==> config.mk <==
export PLATFORM = sky130hd
export DESIGN_NAME = mer_motion_event_regs
export DESIGN_NICKNAME = d
export VERILOG_FILES = /design/src/inc/mer_pkg.sv /design/src/design/mer_sticky_flag.sv /design/src/design/mer_axis_accum.sv /design/src/design/mer_motion_event_regs.sv
export SDC_FILE = /design/constraint.sdc
export NUM_CORES = 1
export LEC_CHECK = 0
export BUFFER_PORTS_ARGS = -buffer_cell sky130_fd_sc_hd__buf_2
export CAP_MARGIN = 0
export CORE_MARGIN = 3
export CORE_UTILIZATION = 45
export DETAILED_ROUTE_END_ITERATION = 10
export GPL_TIMING_DRIVEN = 0
export SLEW_MARGIN = 20
export SYNTH_ARGS = -nofsm -noshare
export SYNTH_HDL_FRONTEND = slang
export SYNTH_SLANG_ARGS = --single-unit
==> constraint.sdc <==
create_clock -name mclk -period 7.2 [get_ports mclk]
set_input_delay 0.72 -clock mclk [delete_from_list [all_inputs] [get_ports mclk]]
set_output_delay 0.72 -clock mclk [all_outputs]
set_load 0.01 [all_outputs]
==> src/inc/mer_pkg.sv <==
// shared constants for the motion and event report register block
package mer_pkg;

  // register port geometry
  localparam int             MER_AW             = 7;      // register address width
  localparam int             MER_DW             = 8;      // register data width

  // register offsets on the serial register port
  localparam logic [MER_AW-1:0] ADDR_EVENT      = 7'h02;  // event_flags
  localparam logic [MER_AW-1:0] ADDR_XDISP      = 7'h03;  // x_displacement
  localparam logic [MER_AW-1:0] ADDR_YDISP      = 7'h04;  // y_displacement
  localparam logic [MER_AW-1:0] ADDR_SURF_QUAL  = 7'h05;  // surface_quality
  localparam logic [MER_AW-1:0] ADDR_EXP_HI     = 7'h06;  // exposure_high
  localparam logic [MER_AW-1:0] ADDR_EXP_LO     = 7'h07;  // exposure_low
  localparam logic [MER_AW-1:0] ADDR_PIX_GRAB   = 7'h0B;  // pixel grab, decoded only
  localparam logic [MER_AW-1:0] ADDR_BUTTON_ST  = 7'h12;  // button status, decoded only
  localparam logic [MER_AW-1:0] ADDR_FINGER_ST  = 7'h7A;  // finger_presence_state_reg
  localparam logic [MER_AW-1:0] ADDR_SOFT_TAP_ST = 7'h7F; // soft_tap_state_reg

  // event_flags bit positions
  localparam int             EVT_MOTION_BIT     = 7;      // motion_pending
  localparam int             EVT_PIX_RDY_BIT    = 6;      // pixel_byte_ready
  localparam int             EVT_FIRST_PIX_BIT  = 5;      // first_pixel_flag
  localparam int             EVT_ACCUM_OVERFLOW_BIT       = 4;      // accum_overflow
  localparam int             EVT_RESET_BIT      = 3;      // reset_seen_flag
  localparam int             EVT_BUTTON_BIT     = 2;      // button_click_flag
  localparam int             EVT_SOFT_BIT       = 1;      // soft click flag
  localparam int             EVT_FINGER_BIT     = 0;      // finger_change_flag

  // sticky flag slots, one generate entry each
  localparam int             FLAG_FINGER        = 0;
  localparam int             FLAG_SOFT          = 1;
  localparam int             FLAG_BUTTON        = 2;
  localparam int             FLAG_RESET         = 3;
  localparam int             FLAG_FIRST_PIX     = 4;
  localparam int             NUM_FLAGS          = 5;

  // reset values
  localparam logic [MER_DW-1:0] RDATA_RST       = 8'h00;  // read data after reset
  localparam logic [MER_DW-1:0] UNMAPPED_RDATA  = 8'h00;  // answer to unmapped reads
  localparam logic           RESET_SEEN_RST     = 1'b1;   // reset leaves its own mark
  localparam logic           FLAG_RST           = 1'b0;   // other flags start clear

  // value limits
  localparam logic [MER_DW-1:0] SURF_QUAL_MAX   = 8'hA7;  // surface quality ceiling
  localparam int             ACC_W_DEFAULT      = 16;     // internal accumulator width
  localparam int             NUM_AXES           = 2;      // x and y
  localparam int             READ_LATENCY       = 1;      // cycles from read to data

endpackage : mer_pkg

==> src/design/mer_sticky_flag.sv <==
// one sticky event flag with set priority over clear
`timescale 1ns/1ps
`default_nettype none
module mer_sticky_flag #(
  parameter logic RST_VAL = 1'b0                // value taken during reset
) (
  input  wire logic mclk,                        // system clock
  input  wire logic sys_rst,                     // synchronous reset, active high
  input  wire logic clk_en,                      // freezes the flag while low
  input  wire logic set_in,                      // event pulse
  input  wire logic clr_in,                      // clear pulse
  output logic      flag                         // flag level
);

  // set wins so an event in the clearing cycle is never lost
  always_ff @(posedge mclk) begin
    if (sys_rst) begin
      flag <= RST_VAL;
    end else if (clk_en) begin
      if (set_in) begin
        flag <= 1'b1;
      end else if (clr_in) begin
        flag <= 1'b0;
      end
    end
  end

endmodule : mer_sticky_flag
`default_nettype wire

==> src/design/mer_axis_accum.sv <==
// saturating motion accumulator for one axis with subtract-on-read report
`timescale 1ns/1ps
`default_nettype none
module mer_axis_accum #(
  parameter int ACC_W = 16                       // accumulator width, 9 to 24
) (
  input  wire logic              mclk,           // system clock
  input  wire logic              sys_rst,        // synchronous reset, active high
  input  wire logic              clk_en,         // freezes state while low
  input  wire logic signed [7:0] delta_in,       // new counts, resolution applied
  input  wire logic              delta_vld,      // delta_in valid this cycle
  input  wire logic              report_rd,      // host reads the report
  input  wire logic              clear_all,      // event register written
  output logic signed [7:0]      report,         // clamped report value
  output logic                   nonzero,        // motion still held
  output logic                   full_scale,     // accumulator at a rail
  output logic                   ovf_pulse       // saturation this cycle
);

  localparam logic signed [ACC_W:0]   SUM_MAX = {2'b00, {(ACC_W-1){1'b1}}}; // positive rail
  localparam logic signed [ACC_W:0]   SUM_MIN = {2'b11, {(ACC_W-1){1'b0}}}; // negative rail
  localparam logic signed [ACC_W-1:0] REP_MAX = ACC_W'(127);                // report ceiling
  localparam logic signed [ACC_W-1:0] REP_MIN = ACC_W'(-128);               // report floor

  generate
    if (ACC_W < 9 || ACC_W > 24) begin : g_bad_width
      $error("mer_axis_accum: ACC_W must be 9 to 24");
    end
  endgenerate

  logic signed [ACC_W-1:0] acc_reg;              // running sum
  logic signed [ACC_W:0]   sum;                  // one guard bit for saturation
  logic signed [ACC_W-1:0] acc_next;             // next sum after saturation

  // wider than the report so large moves survive between reads
  always_comb begin
    sum = {acc_reg[ACC_W-1], acc_reg};
    if (clear_all) begin
      sum = '0;
    end else if (report_rd) begin
      sum = sum - {{(ACC_W+1-8){report[7]}}, report};
    end
    if (delta_vld) begin
      sum = sum + {{(ACC_W+1-8){delta_in[7]}}, delta_in};
    end
    ovf_pulse = 1'b0;
    if (sum > SUM_MAX) begin
      acc_next  = SUM_MAX[ACC_W-1:0];
      ovf_pulse = 1'b1;
    end else if (sum < SUM_MIN) begin
      acc_next  = SUM_MIN[ACC_W-1:0];
      ovf_pulse = 1'b1;
    end else begin
      acc_next = sum[ACC_W-1:0];
    end
  end

  // state update
  always_ff @(posedge mclk) begin
    if (sys_rst) begin
      acc_reg <= '0;
    end else if (clk_en) begin
      acc_reg <= acc_next;
    end
  end

  // report is the portion that fits, the rest waits for later reads
  always_comb begin
    if (acc_reg > REP_MAX) begin
      report = 8'sh7F;
    end else if (acc_reg < REP_MIN) begin
      report = 8'sh80;
    end else begin
      report = acc_reg[7:0];
    end
  end

  assign nonzero    = (acc_reg != '0);
  assign full_scale = (acc_reg == SUM_MAX[ACC_W-1:0]) || (acc_reg == SUM_MIN[ACC_W-1:0]);

endmodule : mer_axis_accum
`default_nettype wire

==> src/design/mer_motion_event_regs.sv <==
// motion and event report registers of the finger navigation sensor
`timescale 1ns/1ps
`default_nettype none
//
// Overview of operation
// - event flags record events since last clear
// - event write clears motion, overflow, displacements
// - per-axis accumulators wider than eight bits
// - accumulator overflow sets the overflow flag
// - overflow clears after readout leaves rails
// - motion flag high while displacement pending
// - pixel ready shows a valid pixel byte
// - first pixel flag on grab write, wrap
// - reset flag set by reset, event write clears
// - button flag cleared by button status read
// - soft click flag cleared by status read
// - finger change flag cleared by status read
// - x displacement clamped, read subtracts the reported part
// - y displacement clamped, read subtracts the reported part
// - surface quality upper bits, at most 167
// - exposure split high and low bytes
// - registers reachable over the register port
module mer_motion_event_regs
  import mer_pkg::*;
#(
  parameter int ACC_W = mer_pkg::ACC_W_DEFAULT   // accumulator width per axis
) (
  input  wire logic                      mclk,              // system clock
  input  wire logic                      sys_rst,           // synchronous reset
  input  wire logic                      clk_en,            // freezes all state while low
  input  wire logic [mer_pkg::MER_AW-1:0] reg_addr,         // register address
  input  wire logic                      reg_rd,            // read strobe
  input  wire logic                      reg_wr,            // write strobe, data discarded
  output logic      [mer_pkg::MER_DW-1:0] reg_rdata,        // read data
  output logic                           reg_rvalid,        // read data valid
  input  wire logic                      motion_vld,        // new deltas valid
  input  wire logic signed [7:0]         delta_x_in,        // x counts this frame
  input  wire logic signed [7:0]         delta_y_in,        // y counts this frame
  input  wire logic [8:0]                feature_count,     // valid features this frame
  input  wire logic [15:0]               exposure_in,       // exposure in clock cycles
  input  wire logic                      pixel_byte_ready,  // pixel byte available
  input  wire logic                      pixel_wrap,        // pointer wrapped to 0,0
  input  wire logic                      button_click_evt,  // button click pulse
  input  wire logic                      soft_click_evt,    // soft click pulse
  input  wire logic                      finger_present,    // finger on the window
  input  wire logic                      int_reset_evt,     // internal reset pulse
  output logic                           pixel_grab_wr,     // grab register was written
  output logic                           pixel_grab_rd,     // grab register was read
  output logic                           motion_pending,    // displacement waiting
  output logic                           accum_overflow     // motion path lost
);

  import mer_pkg::*;

  // register port decode
  logic rd_event;                                // event register read
  logic rd_x;                                    // x displacement read
  logic rd_y;                                    // y displacement read
  logic rd_exp_hi;                               // exposure high read
  logic wr_event;                                // event register written
  logic wr_grab;                                 // pixel grab written
  logic rd_grab;                                 // pixel grab read

  // a write is ignored if a read shares the cycle
  assign rd_event  = reg_rd && (reg_addr == ADDR_EVENT);
  assign rd_x      = reg_rd && (reg_addr == ADDR_XDISP);
  assign rd_y      = reg_rd && (reg_addr == ADDR_YDISP);
  assign rd_exp_hi = reg_rd && (reg_addr == ADDR_EXP_HI);
  assign rd_grab   = reg_rd && (reg_addr == ADDR_PIX_GRAB);
  assign wr_event  = reg_wr && !reg_rd && (reg_addr == ADDR_EVENT);
  assign wr_grab   = reg_wr && !reg_rd && (reg_addr == ADDR_PIX_GRAB);

  // per-axis accumulators
  logic signed [7:0]      axis_delta [NUM_AXES];   // delta per axis
  logic                   axis_rd    [NUM_AXES];   // read strobe per axis
  logic signed [7:0]      axis_rep   [NUM_AXES];   // clamped report per axis
  logic [NUM_AXES-1:0]    axis_nz;                 // motion held per axis
  logic [NUM_AXES-1:0]    axis_full;               // rail reached per axis
  logic [NUM_AXES-1:0]    axis_ovf;                // saturation pulse per axis

  assign axis_delta[0] = delta_x_in;
  assign axis_delta[1] = delta_y_in;
  assign axis_rd[0]    = rd_x;
  assign axis_rd[1]    = rd_y;

  // both axes share one structure; write clears both
  generate
    for (genvar a = 0; a < NUM_AXES; a++) begin : g_axis
      mer_axis_accum #(
        .ACC_W      (ACC_W)
      ) u_accum (
        .mclk       (mclk),
        .sys_rst    (sys_rst),
        .clk_en     (clk_en),
        .delta_in   (axis_delta[a]),
        .delta_vld  (motion_vld),
        .report_rd  (axis_rd[a]),
        .clear_all  (wr_event),
        .report     (axis_rep[a]),
        .nonzero    (axis_nz[a]),
        .full_scale (axis_full[a]),
        .ovf_pulse  (axis_ovf[a])
      );
    end
  endgenerate

  // motion flag drops exactly when both sums are emptied
  assign motion_pending = |axis_nz;

  // overflow tracking
  logic accum_overflow_reg;                                // accum_overflow state
  logic accum_overflow_read_seen;                          // displacement read since overflow

  // new saturation beats any clear in the same cycle
  always_ff @(posedge mclk) begin
    if (sys_rst) begin
      accum_overflow_reg <= 1'b0;
    end else if (clk_en) begin
      if (|axis_ovf) begin
        accum_overflow_reg <= 1'b1;
      end else if (wr_event) begin
        accum_overflow_reg <= 1'b0;
      end else if (accum_overflow_read_seen && !(|axis_full)) begin
        accum_overflow_reg <= 1'b0;
      end
    end
  end

  // remembers that some motion has been drained since the overflow
  always_ff @(posedge mclk) begin
    if (sys_rst) begin
      accum_overflow_read_seen <= 1'b0;
    end else if (clk_en) begin
      if (|axis_ovf || !accum_overflow_reg) begin
        accum_overflow_read_seen <= 1'b0;
      end else if (rd_x || rd_y) begin
        accum_overflow_read_seen <= 1'b1;
      end
    end
  end

  assign accum_overflow = accum_overflow_reg;

  // finger state change detect
  logic finger_prev;                             // last finger state
  logic finger_edge;                             // state changed this cycle

  // input comes from on-chip logic on mclk, so no synchroniser
  always_ff @(posedge mclk) begin
    if (sys_rst) begin
      finger_prev <= finger_present;             // follow the pin so reset leaves no false edge
    end else if (clk_en) begin
      finger_prev <= finger_present;
    end
  end

  // both on-to-off and off-to-on count
  assign finger_edge = (finger_present != finger_prev);

  // sticky event flags
  logic [NUM_FLAGS-1:0] flag_set;                // set pulse per flag
  logic [NUM_FLAGS-1:0] flag_clr;                // clear pulse per flag
  logic [NUM_FLAGS-1:0] flags;                   // flag levels

  assign flag_set[FLAG_FINGER]    = finger_edge;
  assign flag_clr[FLAG_FINGER]    = reg_rd && (reg_addr == ADDR_FINGER_ST);
  assign flag_set[FLAG_SOFT]      = soft_click_evt;
  assign flag_clr[FLAG_SOFT]      = reg_rd && (reg_addr == ADDR_SOFT_TAP_ST);
  assign flag_set[FLAG_BUTTON]    = button_click_evt;
  assign flag_clr[FLAG_BUTTON]    = reg_rd && (reg_addr == ADDR_BUTTON_ST);
  assign flag_set[FLAG_RESET]     = int_reset_evt;
  assign flag_clr[FLAG_RESET]     = wr_event;
  assign flag_set[FLAG_FIRST_PIX] = wr_grab || pixel_wrap;
  assign flag_clr[FLAG_FIRST_PIX] = rd_grab;

  // only the reset flag comes out of reset set
  generate
    for (genvar f = 0; f < NUM_FLAGS; f++) begin : g_flag
      mer_sticky_flag #(
        .RST_VAL (f == FLAG_RESET ? RESET_SEEN_RST : FLAG_RST)
      ) u_flag (
        .mclk    (mclk),
        .sys_rst (sys_rst),
        .clk_en  (clk_en),
        .set_in  (flag_set[f]),
        .clr_in  (flag_clr[f]),
        .flag    (flags[f])
      );
    end
  endgenerate

  // event register image
  logic [MER_DW-1:0] event_image;                // assembled event byte

  always_comb begin
    event_image                    = '0;
    event_image[EVT_MOTION_BIT]    = motion_pending;
    event_image[EVT_PIX_RDY_BIT]   = pixel_byte_ready;
    event_image[EVT_FIRST_PIX_BIT] = flags[FLAG_FIRST_PIX];
    event_image[EVT_ACCUM_OVERFLOW_BIT]      = accum_overflow_reg;
    event_image[EVT_RESET_BIT]     = flags[FLAG_RESET];
    event_image[EVT_BUTTON_BIT]    = flags[FLAG_BUTTON];
    event_image[EVT_SOFT_BIT]      = flags[FLAG_SOFT];
    event_image[EVT_FINGER_BIT]    = flags[FLAG_FINGER];
  end

  // surface quality, registered every cycle
  logic [MER_DW-1:0] surf_qual_reg;              // surface_quality
  logic [MER_DW-1:0] surf_qual_next;             // upper bits, clipped

  // clip guards against a counter glitch above the ceiling
  assign surf_qual_next = (feature_count[8:1] > SURF_QUAL_MAX) ? SURF_QUAL_MAX : feature_count[8:1];

  always_ff @(posedge mclk) begin
    if (sys_rst) begin
      surf_qual_reg <= '0;
    end else if (clk_en) begin
      surf_qual_reg <= surf_qual_next;
    end
  end

  // exposure low byte captured with the high byte read
  logic [7:0] exp_low_hold;                      // matched low byte

  // a frame update between the two reads cannot tear the value
  always_ff @(posedge mclk) begin
    if (sys_rst) begin
      exp_low_hold <= '0;
    end else if (clk_en && rd_exp_hi) begin
      exp_low_hold <= exposure_in[7:0];
    end
  end

  // read data mux, one cycle latency
  always_ff @(posedge mclk) begin
    if (sys_rst) begin
      reg_rdata <= RDATA_RST;
    end else if (clk_en && reg_rd) begin
      case (reg_addr)
        ADDR_EVENT:     reg_rdata <= event_image;
        ADDR_XDISP:     reg_rdata <= axis_rep[0];
        ADDR_YDISP:     reg_rdata <= axis_rep[1];
        ADDR_SURF_QUAL: reg_rdata <= surf_qual_reg;
        ADDR_EXP_HI:    reg_rdata <= exposure_in[15:8];
        ADDR_EXP_LO:    reg_rdata <= exp_low_hold;
        default:        reg_rdata <= UNMAPPED_RDATA;              // registers held elsewhere
      endcase
    end
  end

  // valid marks the answer one cycle after the read
  always_ff @(posedge mclk) begin
    if (sys_rst) begin
      reg_rvalid <= 1'b0;
    end else if (clk_en) begin
      reg_rvalid <= reg_rd;
    end
  end

  // strobes to the pixel grab logic, which owns the pointer
  always_ff @(posedge mclk) begin
    if (sys_rst) begin
      pixel_grab_wr <= 1'b0;
      pixel_grab_rd <= 1'b0;
    end else if (clk_en) begin
      pixel_grab_wr <= wr_grab;
      pixel_grab_rd <= rd_grab;
    end
  end
endmodule : mer_motion_event_regs
`default_nettype wire

==> impl_table.tex <==
\begin{tabular}{lr}
\hline
Metric & Value \\
\hline
\multicolumn{2}{l}{\textbf{Floorplan}} \\
Total Die Area & 17,300 um\^{}2 \\
Area inside the core boundary & 15,300 um\^{}2 \\
Initial Util & 46.3\% \\
Y dimension of the die & 132 um \\
Die Width & 132 um \\
Top-level I/O count & 73 \\
Number of placement rows & 45 \\
\multicolumn{2}{l}{\textbf{Setup path}} \\
Terminus of the critical flop-to-flop path & g\_axis[1].u\_accum.acc\_reg[14] \\
Data arrival time at the worst-slack endpoint & 6890 ps \\
Crit start category & flop \\
Minimum setup slack among reg-to-reg paths & 600 ps \\
Cell family with most CP delay & compound AO/OA/AOI/OAI gates \\
Slowest CP cell & or4\_1 \\
Count of cells along the worst register-to-register path & 24 \\
Worst R2R Start & g\_axis[1].u\_accum.acc\_reg[11] \\
Worst path max stage delay & 570 ps \\
Crit path kind & flop to flop \\
Critical path fanouts, max & 10 \\
Kind of capture point of the worst setup path & flop \\
Sum of buffers and inverters on the critical path & 3 \\
CP required & 7490 ps \\
Crit path cell chain & or4\_1 -> nor2\_1 -> nor2\_1 -> a21oi\_1 -> ha\_1 -> nor2b\_1 -> o31a\_1 -> o221ai\_1 -> inv\_1 -> o21ai\_0 -> mux2\_2 -> a211oi\_1 -> inv\_1 -> ha\_1 -> a21oi\_1 -> a21boi\_0 -> o311ai\_0 -> o21ai\_0 -> a211oi\_2 -> xor2\_1 -> a211oi\_2 -> nor2\_2 -> buf\_2 -> a22o\_1 \\
\multicolumn{2}{l}{\textbf{Synth}} \\
Dominant register cell in the synthesized netlist & dfxtp\_1 \\
Top cell type's share of synthesized area & 18.6\% \\
Post-Syn Nets & 1,080 \\
Synth area leader & dfxtp\_1 \\
Cell count after synthesis & 952 \\
EDFF count, synth & 1 \\
Post-Synth Adder-Cell Area & 12.4\% \\
XOR/XNOR share of the synthesized area & 4.79\% \\
Cell area after synthesis & 7100 um\^{}2 \\
Yosys warnings & 0 \\
Simple-gate share of the synthesized area & 24.2\% \\
Distinct cell type count after synthesis & 83 \\
Top area cells in the synthesized netlist & dfxtp\_1 (19\%), ha\_1 (11\%), a21oi\_1 (6.3\%), nor2\_1 (5.4\%), nand2\_1 (5.0\%) \\
Share of synthesized area spent on multiplexers & 3.08\% \\
Post-synthesis async set-or-reset flop share & 0\% \\
Share of synthesized area occupied by flip-flops and latches & 19.0\% \\
Fraction of the mapped netlist area in compound gates & 32.5\% \\
Largest family of logic cells by synthesized area & compound AO/OA/AOI/OAI gates \\
Avg Synthesized Cell Area & 7.46 um\^{}2 \\
Count of state elements after synthesis & 67 \\
\multicolumn{2}{l}{\textbf{Cells and area}} \\
Antenna diode count & 0 \\
Share of final-layout standard cells stronger than drive strength 1 & 11.5\% \\
Fillcell total & 1,590 \\
NumNets Final & 1,165 \\
Syn-to-layout area delta & 13.7\% \\
Flip-flop count of the largest register after layout & 32 \\
\multicolumn{2}{l}{\textbf{GRT}} \\
Aggregate global routing overflow & 0 \\
First-pass GRT wire length & 37.2 mm \\
Overall fraction of global-route tracks in use & 26.2\% \\
Maximum number of pins on one net before global-route repair & 15 \\
Initial antenna violation count & 0 \\
Vias in the first global route & 7,090 \\
\multicolumn{2}{l}{\textbf{Clock network}} \\
Clock transition time at the flip-flop clock pins of the worst setup and hold paths & 60 ps \\
Clock Sink Count & 67 \\
H-tree lvl count & 3 \\
Maximum buffer depth of the clock tree & 2 \\
CTS hold repair buffers & 0 \\
TritonCTS buffer count & 9 \\
CTS tree & done \\
Clock latency on the worst-skew pair & 350 ps \\
Clock root cell & clkbuf\_16 \\
\multicolumn{2}{l}{\textbf{Timing}} \\
RSZ-0062 raised after global routing & no \\
Tightest Pin Transition & 815 ps \\
Setup-violating endpoint count in the final report & 0 \\
Time the final worst path needs with I/O delays and setup & 6600 ps \\
Final-report hold violation count & 0 \\
Setup TNS Final & 0 ps \\
Share of the clock period used by the worst path after layout & 91.7\% \\
Worst clock skew & 9.29 ps \\
Rel. slew slack & 45.4\% \\
Final Slew Violations & 0 \\
Max frequency & 152 MHz \\
\multicolumn{2}{l}{\textbf{Outcome}} \\
Status & finished, final reports clean \\
\multicolumn{2}{l}{\textbf{Detailed routing}} \\
Number of optimization iterations in the first detailed-route pass & 5 \\
Initial drt markers & 616 \\
Final routed wirelength across all metal layers & 23.0 mm \\
Post-detailed-route wirelength per cell & 18.4 um \\
DRT antenna net count & 0 \\
Number of design rule violations left after detail routing & 0 \\
DR vias/cell & 6.04 \\
Overall via count from detail\_route & 7,574 \\
\multicolumn{2}{l}{\textbf{Power and ir drop}} \\
Total power consumption of the routed design & 0.00213 W \\
Power density over the cells & 264 nW/um\^{}2 \\
Peak ir drop on the vdd network & 0.108 mV \\
Pleak & 3.43 nW \\
\multicolumn{2}{l}{\textbf{Worst hold path}} \\
Hold path startpoint & exp\_low\_hold[3] \\
Min-Delay Endpoint & exp\_low\_hold[3] \\
Hold Path Class & flop to flop \\
Hold path cells & 2 \\
\multicolumn{2}{l}{\textbf{Placement}} \\
Port Buffer Count & 70 \\
Half-perimeter wire length of the detailed placement result & 18.2 mm \\
Weighted congestion at the end of routability-driven global placement & 0.911 \\
\multicolumn{2}{l}{\textbf{Job}} \\
Total of max-cap violations & 0 \\
\hline
\end{tabular}
worst max path at each step:
stage,to,cells after the start,startpoint
floorplan,g_axis[1].u_accum.acc_reg[5],24,g_axis[1].u_accum.acc_reg[11]
global placement,g_axis[1].u_accum.acc_reg[13],24,g_axis[1].u_accum.acc_reg[11]
detailed placement,g_axis[1].u_accum.acc_reg[14],24,g_axis[1].u_accum.acc_reg[11]
CTS,g_axis[1].u_accum.acc_reg[14],24,g_axis[1].u_accum.acc_reg[11]
global route,g_axis[1].u_accum.acc_reg[8],24,g_axis[1].u_accum.acc_reg[11]
finish,g_axis[1].u_accum.acc_reg[14],24,g_axis[1].u_accum.acc_reg[11]
layer usage:
metal	up-vias	share of wire, %	routed length, um	track usage, %
met1	3489	47	10700	36.6
met5	-	0	0	0
met4	0	2.0	455	8.23
met3	34	5.9	1360	3.14
met2	251	45	10500	42.1
li1	3800	-	-	-
synthesized netlist by cell type (15+ instances only):
| cell | count |
|---|---|
| clkbuf_1 | 33 |
| nand2b_1 | 17 |
| dfxtp_1 | 66 |
| o21ai_0 | 49 |
| nand4_1 | 19 |
| a21oi_1 | 90 |
| nor3_1 | 26 |
| xnor2_1 | 22 |
| ha_1 | 64 |
| a22o_1 | 30 |
| nand2_1 | 95 |
| o21a_1 | 18 |
| nand3_1 | 30 |
| inv_1 | 25 |
| nor2_1 | 102 |
| xor2_1 | 15 |
| a211oi_1 | 25 |
where the power goes:
group          total, W  internal, W  switching (W)
Sequential     0.000465     0.000408      0.0000569
Combinational   0.00120     0.000498       0.000698
Clock          0.000469     0.000275       0.000195
Total           0.00213      0.00118       0.000949
cell families (layout without fill, tap and decap cells):
logic type      count (synthesis)  after routing
flops                          67             67
mux                            19             19
xor+xnor                       38             38
compound gates                334            334
simple gates                  356            356
fa+ha+maj                      68             68
buf+inv                        70            160
worst min-delay path: stages, from the launching register on:
cell and delay [ps]:
dfxtp_1 310, nand2_1 50, a21oi_1 50
metrics by stage:
stage          cell area, um^2  instances  utilization (%)  hold slack, ps  worst slack (ps)
2_1_floorplan             7100        952                -             433              1820
5_1_grt                   8070       1253             52.7             486              8.71
4_1_cts                   8020       1249             52.4             457               366
3_3_place_gp              7710       1233             50.4             447               386
3_5_place_dp              7710       1233             50.4             449               400
6_report                  8070       1253             52.7             456               600
timing repair:
action / in CTS / in global routing
setup endpoints to repair: 0 / 17
resized for setup: 0 / 4
setup buffers: 0 / 4
layout make-up:
| class | count | area, um^2 | area share [%] |
|---|---|---|---|
| plain buffers | 43 | 180 | 2.23 |
| clock buffers | 9 | 225 | 2.79 |
| clock inverters | 7 | 83.8 | 1.04 |
| inverters | 27 | 101 | 1.26 |
| multi-input cells | 815 | 5480 | 68.0 |
| flip-flops and latches | 67 | 1350 | 16.7 |
| well taps | 211 | 264 | 3.27 |
| repair buffers | 74 | 380 | 4.71 |
layout by cell type, fill, tap and decap left out, types with 9 or more instances in the layout:
cell type    n
nor3_1      26
nand2b_1    17
buf_2       73
nand2_1     95
o21ai_0     49
nand3_1     30
nand4_1     19
clkbuf_16    9
xnor2_1     22
nor2_1     101
o21a_1      18
xor2_1      15
a211oi_1    24
mux2i_1     14
a22o_1      30
clkbuf_1    33
a21oi_1     89
o211ai_1    10
inv_1       25
and3_1       9
a22oi_1      9
nor2b_1      9
ha_1        64
dfxtp_1     66
a21o_1      14
No activity file was read; power rests on OpenSTA's default activity.
